## src/line_code_pkg.sv

```systemverilog
// Shared constants, word layouts and helpers for the DC-balanced 20-bit word codec
package line_code_pkg;

   // ************************************************************
   // Word geometry
   // ************************************************************
   localparam int WORD_BITS       = 16;
   localparam int CODE_BITS       = 4;
   localparam int LINE_BITS       = WORD_BITS + CODE_BITS;
   localparam int HALF_LINE_BITS  = 10;
   localparam int CTRL_LOW_BITS   = 7;
   localparam int CTRL_PAYLOAD    = 14;
   localparam int FIFO_DEPTH_DEF  = 8;

   // Bit 0 is w0 and goes onto the line first; bit 19 is c3 and goes last
   typedef struct packed {
      logic [CODE_BITS-1:0] coding;
      logic [WORD_BITS-1:0] word;
   } line_word_t;

   typedef enum logic [1:0] {
      KIND_IDLE    = 2'b00,
      KIND_DATA    = 2'b01,
      KIND_CONTROL = 2'b11
   } word_kind_t;

   typedef struct packed {
      word_kind_t           kind;
      logic                 flag;
      logic [WORD_BITS-1:0] payload;
   } tx_req_t;

   // ************************************************************
   // Coding fields, stored with c0 in bit 0
   // ************************************************************
   localparam logic [3:0] CF_DATA_F0   = 4'hB;
   localparam logic [3:0] CF_DATA_F1   = 4'hD;
   localparam logic [3:0] CF_CTRL_F0   = 4'hC;
   localparam logic [3:0] CF_CTRL_F1   = 4'hA;
   localparam logic [3:0] CF_CTRL_INV  = 4'h3;
   localparam logic [3:0] CF_ODD_A     = 4'h5;
   localparam logic [3:0] CF_ODD_B     = 4'hA;

   localparam logic [15:0] IDLE_PATTERN_A_WORD = 16'h01FF;
   localparam logic [15:0] IDLE_PATTERN_B_WORD = 16'h007F;
   // Held as {w8,w7}
   localparam logic [1:0]  CTRL_MARK_TRUE      = 2'b10;

   // ************************************************************
   // Scrambler and disparity
   // ************************************************************
   localparam logic [6:0]        SCRAMBLE_SEED     = 7'h5A;
   localparam int                FLAG_SCRAMBLE_TAP = 0;
   localparam int                W0_SCRAMBLE_TAP   = 1;
   localparam logic signed [7:0] ACC_RESET         = 8'sh00;
   localparam logic signed [7:0] ACC_LIMIT         = 8'sh28;
   localparam logic signed [7:0] LINE_BITS_S       = 8'sh14;

   function automatic logic [4:0] count_ones(input line_word_t w);
      logic [4:0] n;
      n = 5'h00;
      for (int i = 0; i < LINE_BITS; i++) begin
         n = n + {4'h0, w[i]};
      end
      return n;
   endfunction : count_ones

   function automatic logic [6:0] scramble_step(input logic [6:0] s);
      return {s[5:0], s[6] ^ s[5]};
   endfunction : scramble_step

endpackage : line_code_pkg

```

## src/word_fifo.sv

```systemverilog
// Small synchronous FIFO with valid/ready on both sides
`timescale 1ns/100ps
module word_fifo #(
   parameter int WIDTH = 19,
   parameter int DEPTH = 8
) (
   input  wire logic             core_clk,
   input  wire logic             rst_b,
   input  wire logic             in_valid,
   output logic                  in_ready,
   input  wire logic [WIDTH-1:0] in_data,
   output logic                  out_valid,
   input  wire logic             out_ready,
   output logic      [WIDTH-1:0] out_data
);
   localparam int PW = (DEPTH > 1) ? $clog2(DEPTH) : 1;

   generate
      if (DEPTH < 2 || WIDTH < 1) begin : g_bad_size
         $error("word_fifo needs DEPTH of at least 2");
      end
   endgenerate

   logic [WIDTH-1:0] mem [DEPTH];
   logic [PW-1:0]    wr_ptr;
   logic [PW-1:0]    rd_ptr;
   logic [PW:0]      fill;
   logic             do_wr;
   logic             do_rd;

   assign in_ready  = (fill != DEPTH[PW:0]);
   assign out_valid = (fill != '0);
   assign out_data  = mem[rd_ptr];
   assign do_wr     = in_valid && in_ready;
   assign do_rd     = out_valid && out_ready;

   function automatic logic [PW-1:0] bump(input logic [PW-1:0] p);
      return (p == PW'(DEPTH - 1)) ? '0 : p + 1'b1;
   endfunction : bump

   always_ff @(posedge core_clk) begin
      if (do_wr) begin
         mem[wr_ptr] <= in_data;
      end
   end

   always_ff @(posedge core_clk) begin
      if (!rst_b) begin
         wr_ptr <= '0;
         rd_ptr <= '0;
         fill   <= '0;
      end else begin
         if (do_wr) begin
            wr_ptr <= bump(wr_ptr);
         end
         if (do_rd) begin
            rd_ptr <= bump(rd_ptr);
         end
         fill <= fill + {{PW{1'b0}}, do_wr} - {{PW{1'b0}}, do_rd};
      end
   end

endmodule : word_fifo

```

## src/dc_balanced_word_line_codec.sv

```systemverilog
// Word encoder and decoder for the DC-balanced 20-bit line code
// How it works
// - Only data, control and idle words exist; coding field marks data, w7,w8 tell control from idle.
// - With no data or control word pending, an idle word is sent.
// - A word is 16 word-field bits w0..w15 then coding bits c0..c3.
// - Serial order starts at w0 and ends at c3.
// - Every coding field holds a master transition for per-word timing.
// - Outside enhanced mode an idle word rises once, at the master transition.
// - The encoder keeps line DC balance on its own by inverting words.
// - Data words carry all 16 bits, true or complemented, plus a flag.
// - Flag follows user flag when selected, else alternates internally outside enhanced mode.
// - Non-enhanced data coding: 1101/0010 for flag 0, 1011/0100 for flag 1.
// - Control words carry 14 low bits and the receiver marks them control.
// - Control bits 0..6 go to w0..w6, bits 7..13 to w9..w15.
// - Control w7,w8 are 01 with 0011 true; complemented, 10 and 1100.
// - Idle A is nine ones then zeros; idle B seven ones; coding 0011.
// - Receiver flags c1=c2, bad 1100 words, and, outside enhanced mode, 1010 or 0101.
// - Enhanced mode scrambles the flag at send and descrambles it at receive.
// - Enhanced mode also sends the flag in control and idle words.
// - Receiver shows the flag only for data words.
// - Enhanced mode scrambles w0 at send and restores it at receive.
// - Invert data or control words when their sign equals the running sign.
// - Idle words never invert; pattern A on low running sign, B on high.
// - Without user flag or enhanced mode the flag toggles per data word.
`timescale 1ns/100ps
module dc_balanced_word_line_codec
   import line_code_pkg::*;
#(
   parameter int FIFO_DEPTH = FIFO_DEPTH_DEF
) (
   input  wire logic                   core_clk,
   input  wire logic                   rst_b,
   input  wire logic [15:0]            tx_payload,
   input  wire logic                   data_word_request,
   input  wire logic                   control_word_request,
   input  wire logic                   user_flag_in,
   input  wire logic                   user_flag_select,
   input  wire logic                   enhanced_simplex_select,
   output logic                        tx_ready,
   input  wire logic                   line_ready,
   output line_code_pkg::line_word_t   line_word,
   output logic                        running_sign,
   input  wire line_code_pkg::line_word_t rx_word,
   output logic [15:0]                 rx_payload,
   output logic                        rx_flag,
   output logic                        rx_data_word,
   output logic                        control_word_indicator,
   output logic                        rx_error
);
   import line_code_pkg::*;

   generate
      if (FIFO_DEPTH < 2) begin : g_bad_depth
         $error("FIFO_DEPTH must be at least 2");
      end
   endgenerate

   // ************************************************************
   // Input buffering
   // ************************************************************
   tx_req_t           enq_req;
   tx_req_t           head;
   logic              head_valid;
   logic              pop;

   always_comb begin
      enq_req.kind    = data_word_request ? KIND_DATA : KIND_CONTROL;
      enq_req.flag    = user_flag_in;
      enq_req.payload = tx_payload;
   end

   word_fifo #(
      .WIDTH ($bits(tx_req_t)),
      .DEPTH (FIFO_DEPTH)
   ) u_fifo (
      .core_clk  (core_clk),
      .rst_b     (rst_b),
      .in_valid  (data_word_request || control_word_request),
      .in_ready  (tx_ready),
      .in_data   (enq_req),
      .out_valid (head_valid),
      .out_ready (line_ready),
      .out_data  (head)
   );

   assign pop = head_valid && line_ready;

   // ************************************************************
   // Encoder
   // ************************************************************
   logic signed [7:0] acc;
   logic [6:0]        tx_scramble;
   logic              alt_flag;
   word_kind_t        next_kind;
   word_kind_t        line_kind;
   logic              line_inverted;
   logic              data_flag;
   logic              flag_sent;
   logic              word_sign;
   logic              invert;
   line_word_t        built;
   line_word_t        next_line;
   logic signed [7:0] next_acc;

   assign running_sign = (acc > 8'sh00);

   always_comb begin
      next_kind = head_valid ? head.kind : KIND_IDLE;
      data_flag = user_flag_select ? head.flag :
                  (enhanced_simplex_select ? 1'b0 : alt_flag);
      flag_sent = ((next_kind == KIND_DATA) ? data_flag : 1'b0)
                  ^ (enhanced_simplex_select & tx_scramble[FLAG_SCRAMBLE_TAP]);
      unique case (next_kind)
         KIND_DATA: begin
            built.word   = head.payload;
            built.coding = flag_sent ? CF_DATA_F1 : CF_DATA_F0;
         end
         KIND_CONTROL: begin
            built.word   = {head.payload[CTRL_PAYLOAD-1:CTRL_LOW_BITS], CTRL_MARK_TRUE,
                            head.payload[CTRL_LOW_BITS-1:0]};
            built.coding = flag_sent ? CF_CTRL_F1 : CF_CTRL_F0;
         end
         KIND_IDLE: begin
            built.word   = running_sign ? IDLE_PATTERN_B_WORD : IDLE_PATTERN_A_WORD;
            built.coding = flag_sent ? CF_CTRL_F1 : CF_CTRL_F0;
         end
         default: begin
            built.word   = IDLE_PATTERN_A_WORD;
            built.coding = CF_CTRL_F0;
         end
      endcase
      built.word[0] = built.word[0] ^ (enhanced_simplex_select & tx_scramble[W0_SCRAMBLE_TAP]);
      word_sign = (count_ones(built) > 5'(HALF_LINE_BITS));
      // Inverting the whole word flips the coding field too, which is how true/inverted codes pair up
      invert    = (next_kind != KIND_IDLE) && (word_sign == running_sign);
      next_line = invert ? ~built : built;
      next_acc  = acc + ($signed({2'b00, count_ones(next_line), 1'b0}) - LINE_BITS_S);
   end

   always_ff @(posedge core_clk) begin
      if (!rst_b) begin
         line_word     <= {CF_CTRL_F0, IDLE_PATTERN_A_WORD};
         line_kind     <= KIND_IDLE;
         line_inverted <= 1'b0;
      end else if (line_ready) begin
         line_word     <= next_line;
         line_kind     <= next_kind;
         line_inverted <= invert;
      end
   end

   always_ff @(posedge core_clk) begin
      if (!rst_b) begin
         acc <= ACC_RESET;
      end else if (line_ready) begin
         acc <= next_acc;
      end
   end

   // Stalls hold the sequence so both ends stay locked word for word
   always_ff @(posedge core_clk) begin
      if (!rst_b) begin
         tx_scramble <= SCRAMBLE_SEED;
      end else if (line_ready) begin
         tx_scramble <= scramble_step(tx_scramble);
      end
   end

   always_ff @(posedge core_clk) begin
      if (!rst_b) begin
         alt_flag <= 1'b0;
      end else if (line_ready && next_kind == KIND_DATA && !user_flag_select && !enhanced_simplex_select) begin
         alt_flag <= ~alt_flag;
      end
   end

   // ************************************************************
   // Decoder
   // ************************************************************
   logic [6:0]  rx_scramble;
   logic [3:0]  rcf;
   logic        r_is_data;
   logic        r_inv;
   line_word_t  uw;
   logic        r_flag;
   logic        r_ctrl;
   logic        r_err;

   always_comb begin
      rcf       = rx_word.coding;
      r_is_data = (rcf[0] == rcf[3]);
      r_inv     = r_is_data ? ~rcf[0] : rcf[0];
      uw        = r_inv ? ~rx_word : rx_word;
      uw.word[0] = uw.word[0] ^ (enhanced_simplex_select & rx_scramble[W0_SCRAMBLE_TAP]);
      r_flag    = (r_is_data ? ~uw.coding[1] : uw.coding[1])
                  ^ (enhanced_simplex_select & rx_scramble[FLAG_SCRAMBLE_TAP]);
      r_ctrl    = !r_is_data && (uw.word[8:7] == CTRL_MARK_TRUE);
      r_err     = (rcf[1] == rcf[2])
                  || (rcf == CF_CTRL_INV && !(rx_word.word[7] && !rx_word.word[8]))
                  || (!enhanced_simplex_select && (rcf == CF_ODD_A || rcf == CF_ODD_B));
   end

   always_ff @(posedge core_clk) begin
      if (!rst_b) begin
         rx_scramble <= SCRAMBLE_SEED;
      end else begin
         rx_scramble <= scramble_step(rx_scramble);
      end
   end

   always_ff @(posedge core_clk) begin
      if (!rst_b) begin
         rx_payload             <= 16'h0000;
         rx_flag                <= 1'b0;
         rx_data_word           <= 1'b0;
         control_word_indicator <= 1'b0;
         rx_error               <= 1'b0;
      end else begin
         rx_payload             <= r_ctrl ? {2'b00, uw.word[15:9], uw.word[6:0]} : uw.word;
         rx_flag                <= r_is_data && !r_err && r_flag;
         rx_data_word           <= r_is_data && !r_err;
         control_word_indicator <= r_ctrl && !r_err;
         rx_error               <= r_err;
      end
   end

   // ************************************************************
   // Checks
   // ************************************************************
   logic        prev_valid;
   logic        prev_flag;
   logic        sent_flag;
   logic        line_alt;

   assign sent_flag = ((line_inverted ? ~line_word.coding : line_word.coding) == CF_DATA_F1);

   // Only internally flagged data words alternate; user-flagged words must not seed the comparison
   always_ff @(posedge core_clk) begin
      if (!rst_b) begin
         line_alt <= 1'b0;
      end else if (line_ready) begin
         line_alt <= (next_kind == KIND_DATA) && !user_flag_select && !enhanced_simplex_select;
      end
   end

   always_ff @(posedge core_clk) begin
      if (!rst_b) begin
         prev_valid <= 1'b0;
         prev_flag  <= 1'b0;
      end else if (line_ready && line_alt) begin
         prev_valid <= 1'b1;
         prev_flag  <= sent_flag;
      end
   end
endmodule : dc_balanced_word_line_codec

```

## config.mk

```make
export PLATFORM = sky130hd
export DESIGN_NAME = dc_balanced_word_line_codec
export DESIGN_NICKNAME = d
export VERILOG_FILES = /design/src/line_code_pkg.sv /design/src/word_fifo.sv /design/src/dc_balanced_word_line_codec.sv
export SDC_FILE = /design/constraint.sdc
export NUM_CORES = 1
export LEC_CHECK = 0
export ABC_CLOCK_PERIOD_IN_PS = 12900
export BUFFER_PORTS_ARGS = -buffer_cell sky130_fd_sc_hd__buf_2
export CAP_MARGIN = 20
export CORE_MARGIN = 4
export CORE_UTILIZATION = 60
export DETAILED_ROUTE_END_ITERATION = 8
export GPL_ROUTABILITY_DRIVEN = 0
export GPL_TIMING_DRIVEN = 0
export HOLD_SLACK_MARGIN = 0.05
export PLACE_DENSITY = 0.79
export SKIP_LAST_GASP = 1
export SLEW_MARGIN = 20
export SYNTH_ARGS = -nofsm -noshare
export SYNTH_HDL_FRONTEND = slang
export SYNTH_SLANG_ARGS = --single-unit
```

## constraint.sdc

```tcl
create_clock -name core_clk -period 12.9 [get_ports core_clk]
set_clock_uncertainty 0.15 [all_clocks]
set_input_delay 0.645 -clock core_clk [delete_from_list [all_inputs] [get_ports core_clk]]
set_output_delay 0.645 -clock core_clk [all_outputs]
set_load 0.005 [all_outputs]
```

==> results.toml, run 1 <==
[setup_path]
cpPeakStageDelay_ns = 0.54
path_buf_inv = 12
required_ns = 13.19
arrival_ns = 12.57
slowest_stage = "fa_1"
path_class = "reg -> reg"
cp-end-kind = "register"
worstPathMaxFanout = 10
reg2reg_slack_ns = 0.62
cpMostUsedCell = "fa_1"
regToRegEndpoint = "acc[7]"
rr_worst_depth = 45
crit_path_start_kind = "register"
path_delay_family = "adder cells"

[min_path]
whs_path_depth = 3
holdPathEnd = "rx_payload[2]"
min_from = "rx_word[2]"
hold_path.class = "in -> reg"

[routing]
drt_iter0_drc = 518
num_vias = 6312
drtAntennaViolNets = 0
drt-total-wl_um = 21500
vias_per_cell = 5.73
avgRoutedWirePerCell_um = 19.5
drc = 0
dr.pass1.iters = 5

[yosys]
synth_top_cell_area_share = 0.428
syn_inst = 745
syn_avg_cell_area_um2 = 13.6
netlist_area_um2 = 10100
ys_warn_count = 0
synth_top_cell_by_area = "edfxtp_1"
synth-edff-count = 144
synthTopCellsByArea = "edfxtp_1 43%, dfxtp_1 15%, mux4_2 8.0%, fa_1 4.9%, ha_1 4.7%"
synth_cell_types = 54
yosys_most_used_dff = "edfxtp_1"
syn_nets = 852
ys_seq_area_frac = 0.576
ys_seq_elements = 219
synthArstFlopShare = 0

[global_routing]
overflow = 0
grt_pass1_vias = 6439
grt_first_pass_wirelength_um = 33900
grt_max_degree = 14
grt.total_usage = 0.233
antenna_found_initial = 0

[cells_and_area]
layout-drive-gt1-share = 0.228
nFillCells = 1096
final_cell_mix = "144 x edfxtp_1, 91 x buf_2, 75 x dfxtp_1"
layout.nets = 975
num_antenna_cells = 0
area_growth_pct = 16.8
instances_no_fill = 1102
final_common_cell = "edfxtp_1"

[clocking]
path_clk_slew_ns = 0.06
cts.root.buffer_cell = "clkbuf_16"
clk_latency_ns = 0.52
numCtsBuffers = 23
cts_sinks = 219
cts_buffer_depth = 3
cts.htree.levels = 1
cts_tree = "built"

[timing]
setup_viol = 0
hold_slack_ns = 0.226
slew_headroom = 0.472
rsz0062_at_grt = "false"
tightest_slew_ns = 0.792
drv_slew = 0
finalSetupTns_ns = 0
fin_crit_sh = 0.952
fin_crit_ns = 12.28
max_freq_mhz = 81.5
hold_violations = 0

[die]
die_x_um = 138
rows = 47
dieArea_um2 = 19000
die_y_um = 138
core_area_um2 = 16500
start_util = 0.612
ios = 86

[job]
maxCapViolations = 0

[placement]
dpl.hpwl_um = 15700
place_inst = 1063
io_buffer_count = 84

[run_status]
status = "complete, no violations"
==> worst reg2reg max path: cells and delay by family (launching register included) <==
kind / cells / cell delay, ns
adders and majority gates: 16 / 6.73
and+or+nand+nor: 6 / 1.37
buffers and inverters: 12 / 1.31
AOI/OAI and AO/OA: 7 / 1.11
muxes: 3 / 0.96
DFF: 1 / 0.32
xor gates and xnor gates: 1 / 0.26
==> state kept, by name, indices dropped and copies added (netlist names), 3 cells and up, named ones only <==
register / flops
acc: 7
line_word: 20
rx_payload: 16
rx_scramble: 7
tx_scramble: 7
u_fifo.fill: 4
u_fifo.mem: 144
u_fifo.rd_ptr: 3
u_fifo.wr_ptr: 3
==> what timing repair did <==
| item | CTS | global route |
|---|---|---|
| buffers inserted | 0 | 1 |
| hold buffers | 0 | 0 |
| hold endpoints to repair | 0 | 0 |
| setup endpoints to repair | 1 | 3 |
| resized for setup | 4 | 23 |
| pin swaps | 0 | 1 |
==> cells by family after synthesis <==
logic type,synth area share
AOI/OAI and AO/OA,0.0591
xor gates and xnor gates,0.0407
adders and majority gates,0.0965
buffers and inverters,0.0343
DFF,0.576
muxes,0.116
and+or+nand+nor,0.0770
==> area by class of cell <==
cell class / count / area (µm²) / area share
flip-flops and latches: 219 / 5830 / 0.493
multi-input cells: 438 / 4010 / 0.339
clock buffers: 30 / 612 / 0.0518
repair buffers: 99 / 566 / 0.0479
well taps: 220 / 275 / 0.0233
inverters: 58 / 218 / 0.0184
clock inverters: 9 / 156 / 0.0132
plain buffers: 29 / 154 / 0.0130
==> synthesized netlist by cell type (all sizes together), types with 3 or more instances <==
cell and instances:
fa 25, xnor2 31, o221ai 3, xor2 16, nand2 50, a21oi 28
o21ai 17, nand3 10, a211oi 8, nor2b 11, a31o 3, clkbuf 19
and3 4, a21o 6, buf 11, nor3 15, o21bai 3, inv 56
mux2i 34, nand2b 10, ha 38, and2 5, edfxtp 144, mux4 36
nor2 52, nor3b 3, dfxtp 75, or2 3, a211o 5
==> per-stage QoR <==
| step | utilization | cell area [µm²] | worst slack (ns) |
|---|---|---|---|
| 2_1_floorplan | - | 10100 | 1.10 |
| 3_3_place_gp | 0.654 | 10800 | -0.0914 |
| 3_5_place_dp | 0.664 | 11000 | -0.285 |
| 4_1_cts | 0.712 | 11800 | 0.0132 |
| 5_1_grt | 0.715 | 11800 | 0.0339 |
| 6_report | 0.715 | 11800 | 0.624 |
==> how the worst max path moves through the flow <==
stage | depth (start not counted) | end | startpoint | slack (ns)
global placement | 44 | acc[7] | register | -0.09
floorplan | 44 | acc[7] | register | 1.10
global route | 45 | acc[7] | register | 0.03
detailed placement | 44 | acc[7] | register | -0.29
CTS | 45 | acc[7] | register | 0.01
finish | 45 | acc[7] | register | 0.62
==> per-layer routing <==
layer	share of wire	global-route usage
met4	0.018	0.0560
met5	0	0
met3	0.059	0.0351
met1	0.41	0.313
met2	0.51	0.405
Power of run 1 is left out: the tool's default activity adds up to more than one toggle a clock period on the data nets, which glitch-free logic cannot reach.
==> run 2: changes to the inputs <==
--- a/config.mk
+++ b/config.mk
@@ -17,2 +17,3 @@
 export PLACE_DENSITY = 0.79
+export RECOVER_POWER = 50
 export SKIP_LAST_GASP = 1
--- a/constraint.sdc
+++ b/constraint.sdc
@@ -4,2 +4,2 @@
 set_output_delay 0.645 -clock core_clk [all_outputs]
-set_load 0.005 [all_outputs]
+set_load 0.02 [all_outputs]
==> results.toml, run 2 (same netlist as run 1, synthesis figures left out) <==
[setup_path]
required_ns = 13.19
cp-end-kind = "register"
arrival_ns = 12.56
path_buf_inv = 12
worstPathMaxFanout = 10
path_delay_family = "adder cells"
slowest_stage = "mux4_2"
cpPeakStageDelay_ns = 0.54
crit_path_start_kind = "register"
path_class = "reg -> reg"
cpMostUsedCell = "fa_1"

[routing]
drt_iter0_drc = 531
vias_per_cell = 5.74
dr.pass1.iters = 5
drtAntennaViolNets = 0
drc = 0
avgRoutedWirePerCell_um = 19.5
drt-total-wl_um = 21500
num_vias = 6324

[cells_and_area]
regMostFlops = "u_fifo.mem"
largest_reg_flops = 144
num_antenna_cells = 0
multi_input_comb_area_um2 = 4010
utilization = 0.711
final_common_cell = "edfxtp_1"
area_growth_pct = 16.1
seqCellArea_um2 = 5830
final_cell_mix = "144 x edfxtp_1, 75 x clkbuf_1, 75 x dfxtp_1"
layout-drive-gt1-share = 0.167
nFillCells = 1138
top_regs = "u_fifo.mem: 144 flops, line_word: 20 flops, rx_payload: 16 flops"
layout.nets = 975

[global_routing]
busiest_layer = "met2"
grt.met3_usage = 0.0351
use_met2 = 0.405
overflow = 0
grt_first_pass_wirelength_um = 33900
met1_usage = 0.313
antenna_found_initial = 0
grt.total_usage = 0.233
grt_pass1_vias = 6439
grt_max_degree = 14

[timing]
tightest_slew_ns = 1.12
max_freq_mhz = 81.5
hold_violations = 0
setup_viol = 0
layout_setup_ws_ns = 0.632
fin_crit_ns = 12.27
rsz0062_at_grt = "false"
drv_slew = 0
hold_slack_ns = 0.226
fin_crit_sh = 0.951
slew_headroom = 0.245

[placement]
dpl.hpwl_um = 15700
io_buffer_count = 84
pre_cts_ws_ns = -0.285

[clocking]
cts_buffer_depth = 3
clk_latency_ns = 0.52
cts_tree = "built"
cts_sinks = 219
cts.htree.levels = 1
path_clk_slew_ns = 0.06
numCtsBuffers = 23
cts.root.buffer_cell = "clkbuf_16"
holdBufCountCts = 0

[die]
core_area_um2 = 16500
dieArea_um2 = 19000
die_x_um = 138
die_y_um = 138
rows = 47
start_util = 0.612
ios = 86

[job]
maxCapViolations = 0

[min_path]
hold_path.class = "in -> reg"

[run_status]
status = "complete, no violations"
run 2: cell count changes in the layout (fill, tap and decap cells not counted), sizes merged:
cell,delta
buf,-54
clkbuf,+54
run 2: stage by stage:
stage	TNS (ns)	instances	area (µm²)
after floorplan	0	745	10100
after global placement	-0.0914	1049	10800
after detailed placement	-0.285	1063	11000
after CTS	0	1102	11800
after global routing	0	1102	11700
final	0	1102	11700
run 2: worst reg2reg max path: cells and delay by family, from the launching register on:
| family | cells | cell delay (ns) |
|---|---|---|
| fa+ha+maj | 16 | 6.78 |
| simple gates | 6 | 1.37 |
| buf+inv | 12 | 1.31 |
| compound gates | 7 | 1.11 |
| mux | 3 | 0.96 |
| flops | 1 | 0.32 |
| xor+xnor | 1 | 0.20 |
run 2: worst paths after layout:
kind	endpoint	from	cells past startpoint	slack (ns)
hold / removal	rx_payload[2]	rx_word[2]	3	0.23
setup reg to reg	acc[7]	register	45	0.63
hold reg to reg	rx_scramble[3]	rx_scramble[2]	1	0.27
setup / recovery	acc[7]	register	45	0.63
run 2: area by class of cell:
class,count,area share
Buffer,29,0.0131
Clock buffer,30,0.0521
Clock inverter,9,0.0133
Inverter,58,0.0185
Multi-Input combinational cell,438,0.341
Sequential cell,219,0.496
Tap cell,220,0.0234
Timing Repair Buffer,99,0.0424
run 2: repair_timing:
action	in CTS	in global routing
setup buffers	0	1
resized for setup	4	23
pin swaps	0	1
setup endpoints to repair	1	3
run 2: per-layer routing:
metal  vias to the layer above  share of wire
met2                       204           0.51
li1                       2917              -
met3                        29          0.059
met5                         -              0
met1                      3174           0.41
met4                         0          0.019
Power of run 2 is left out for the same reason.
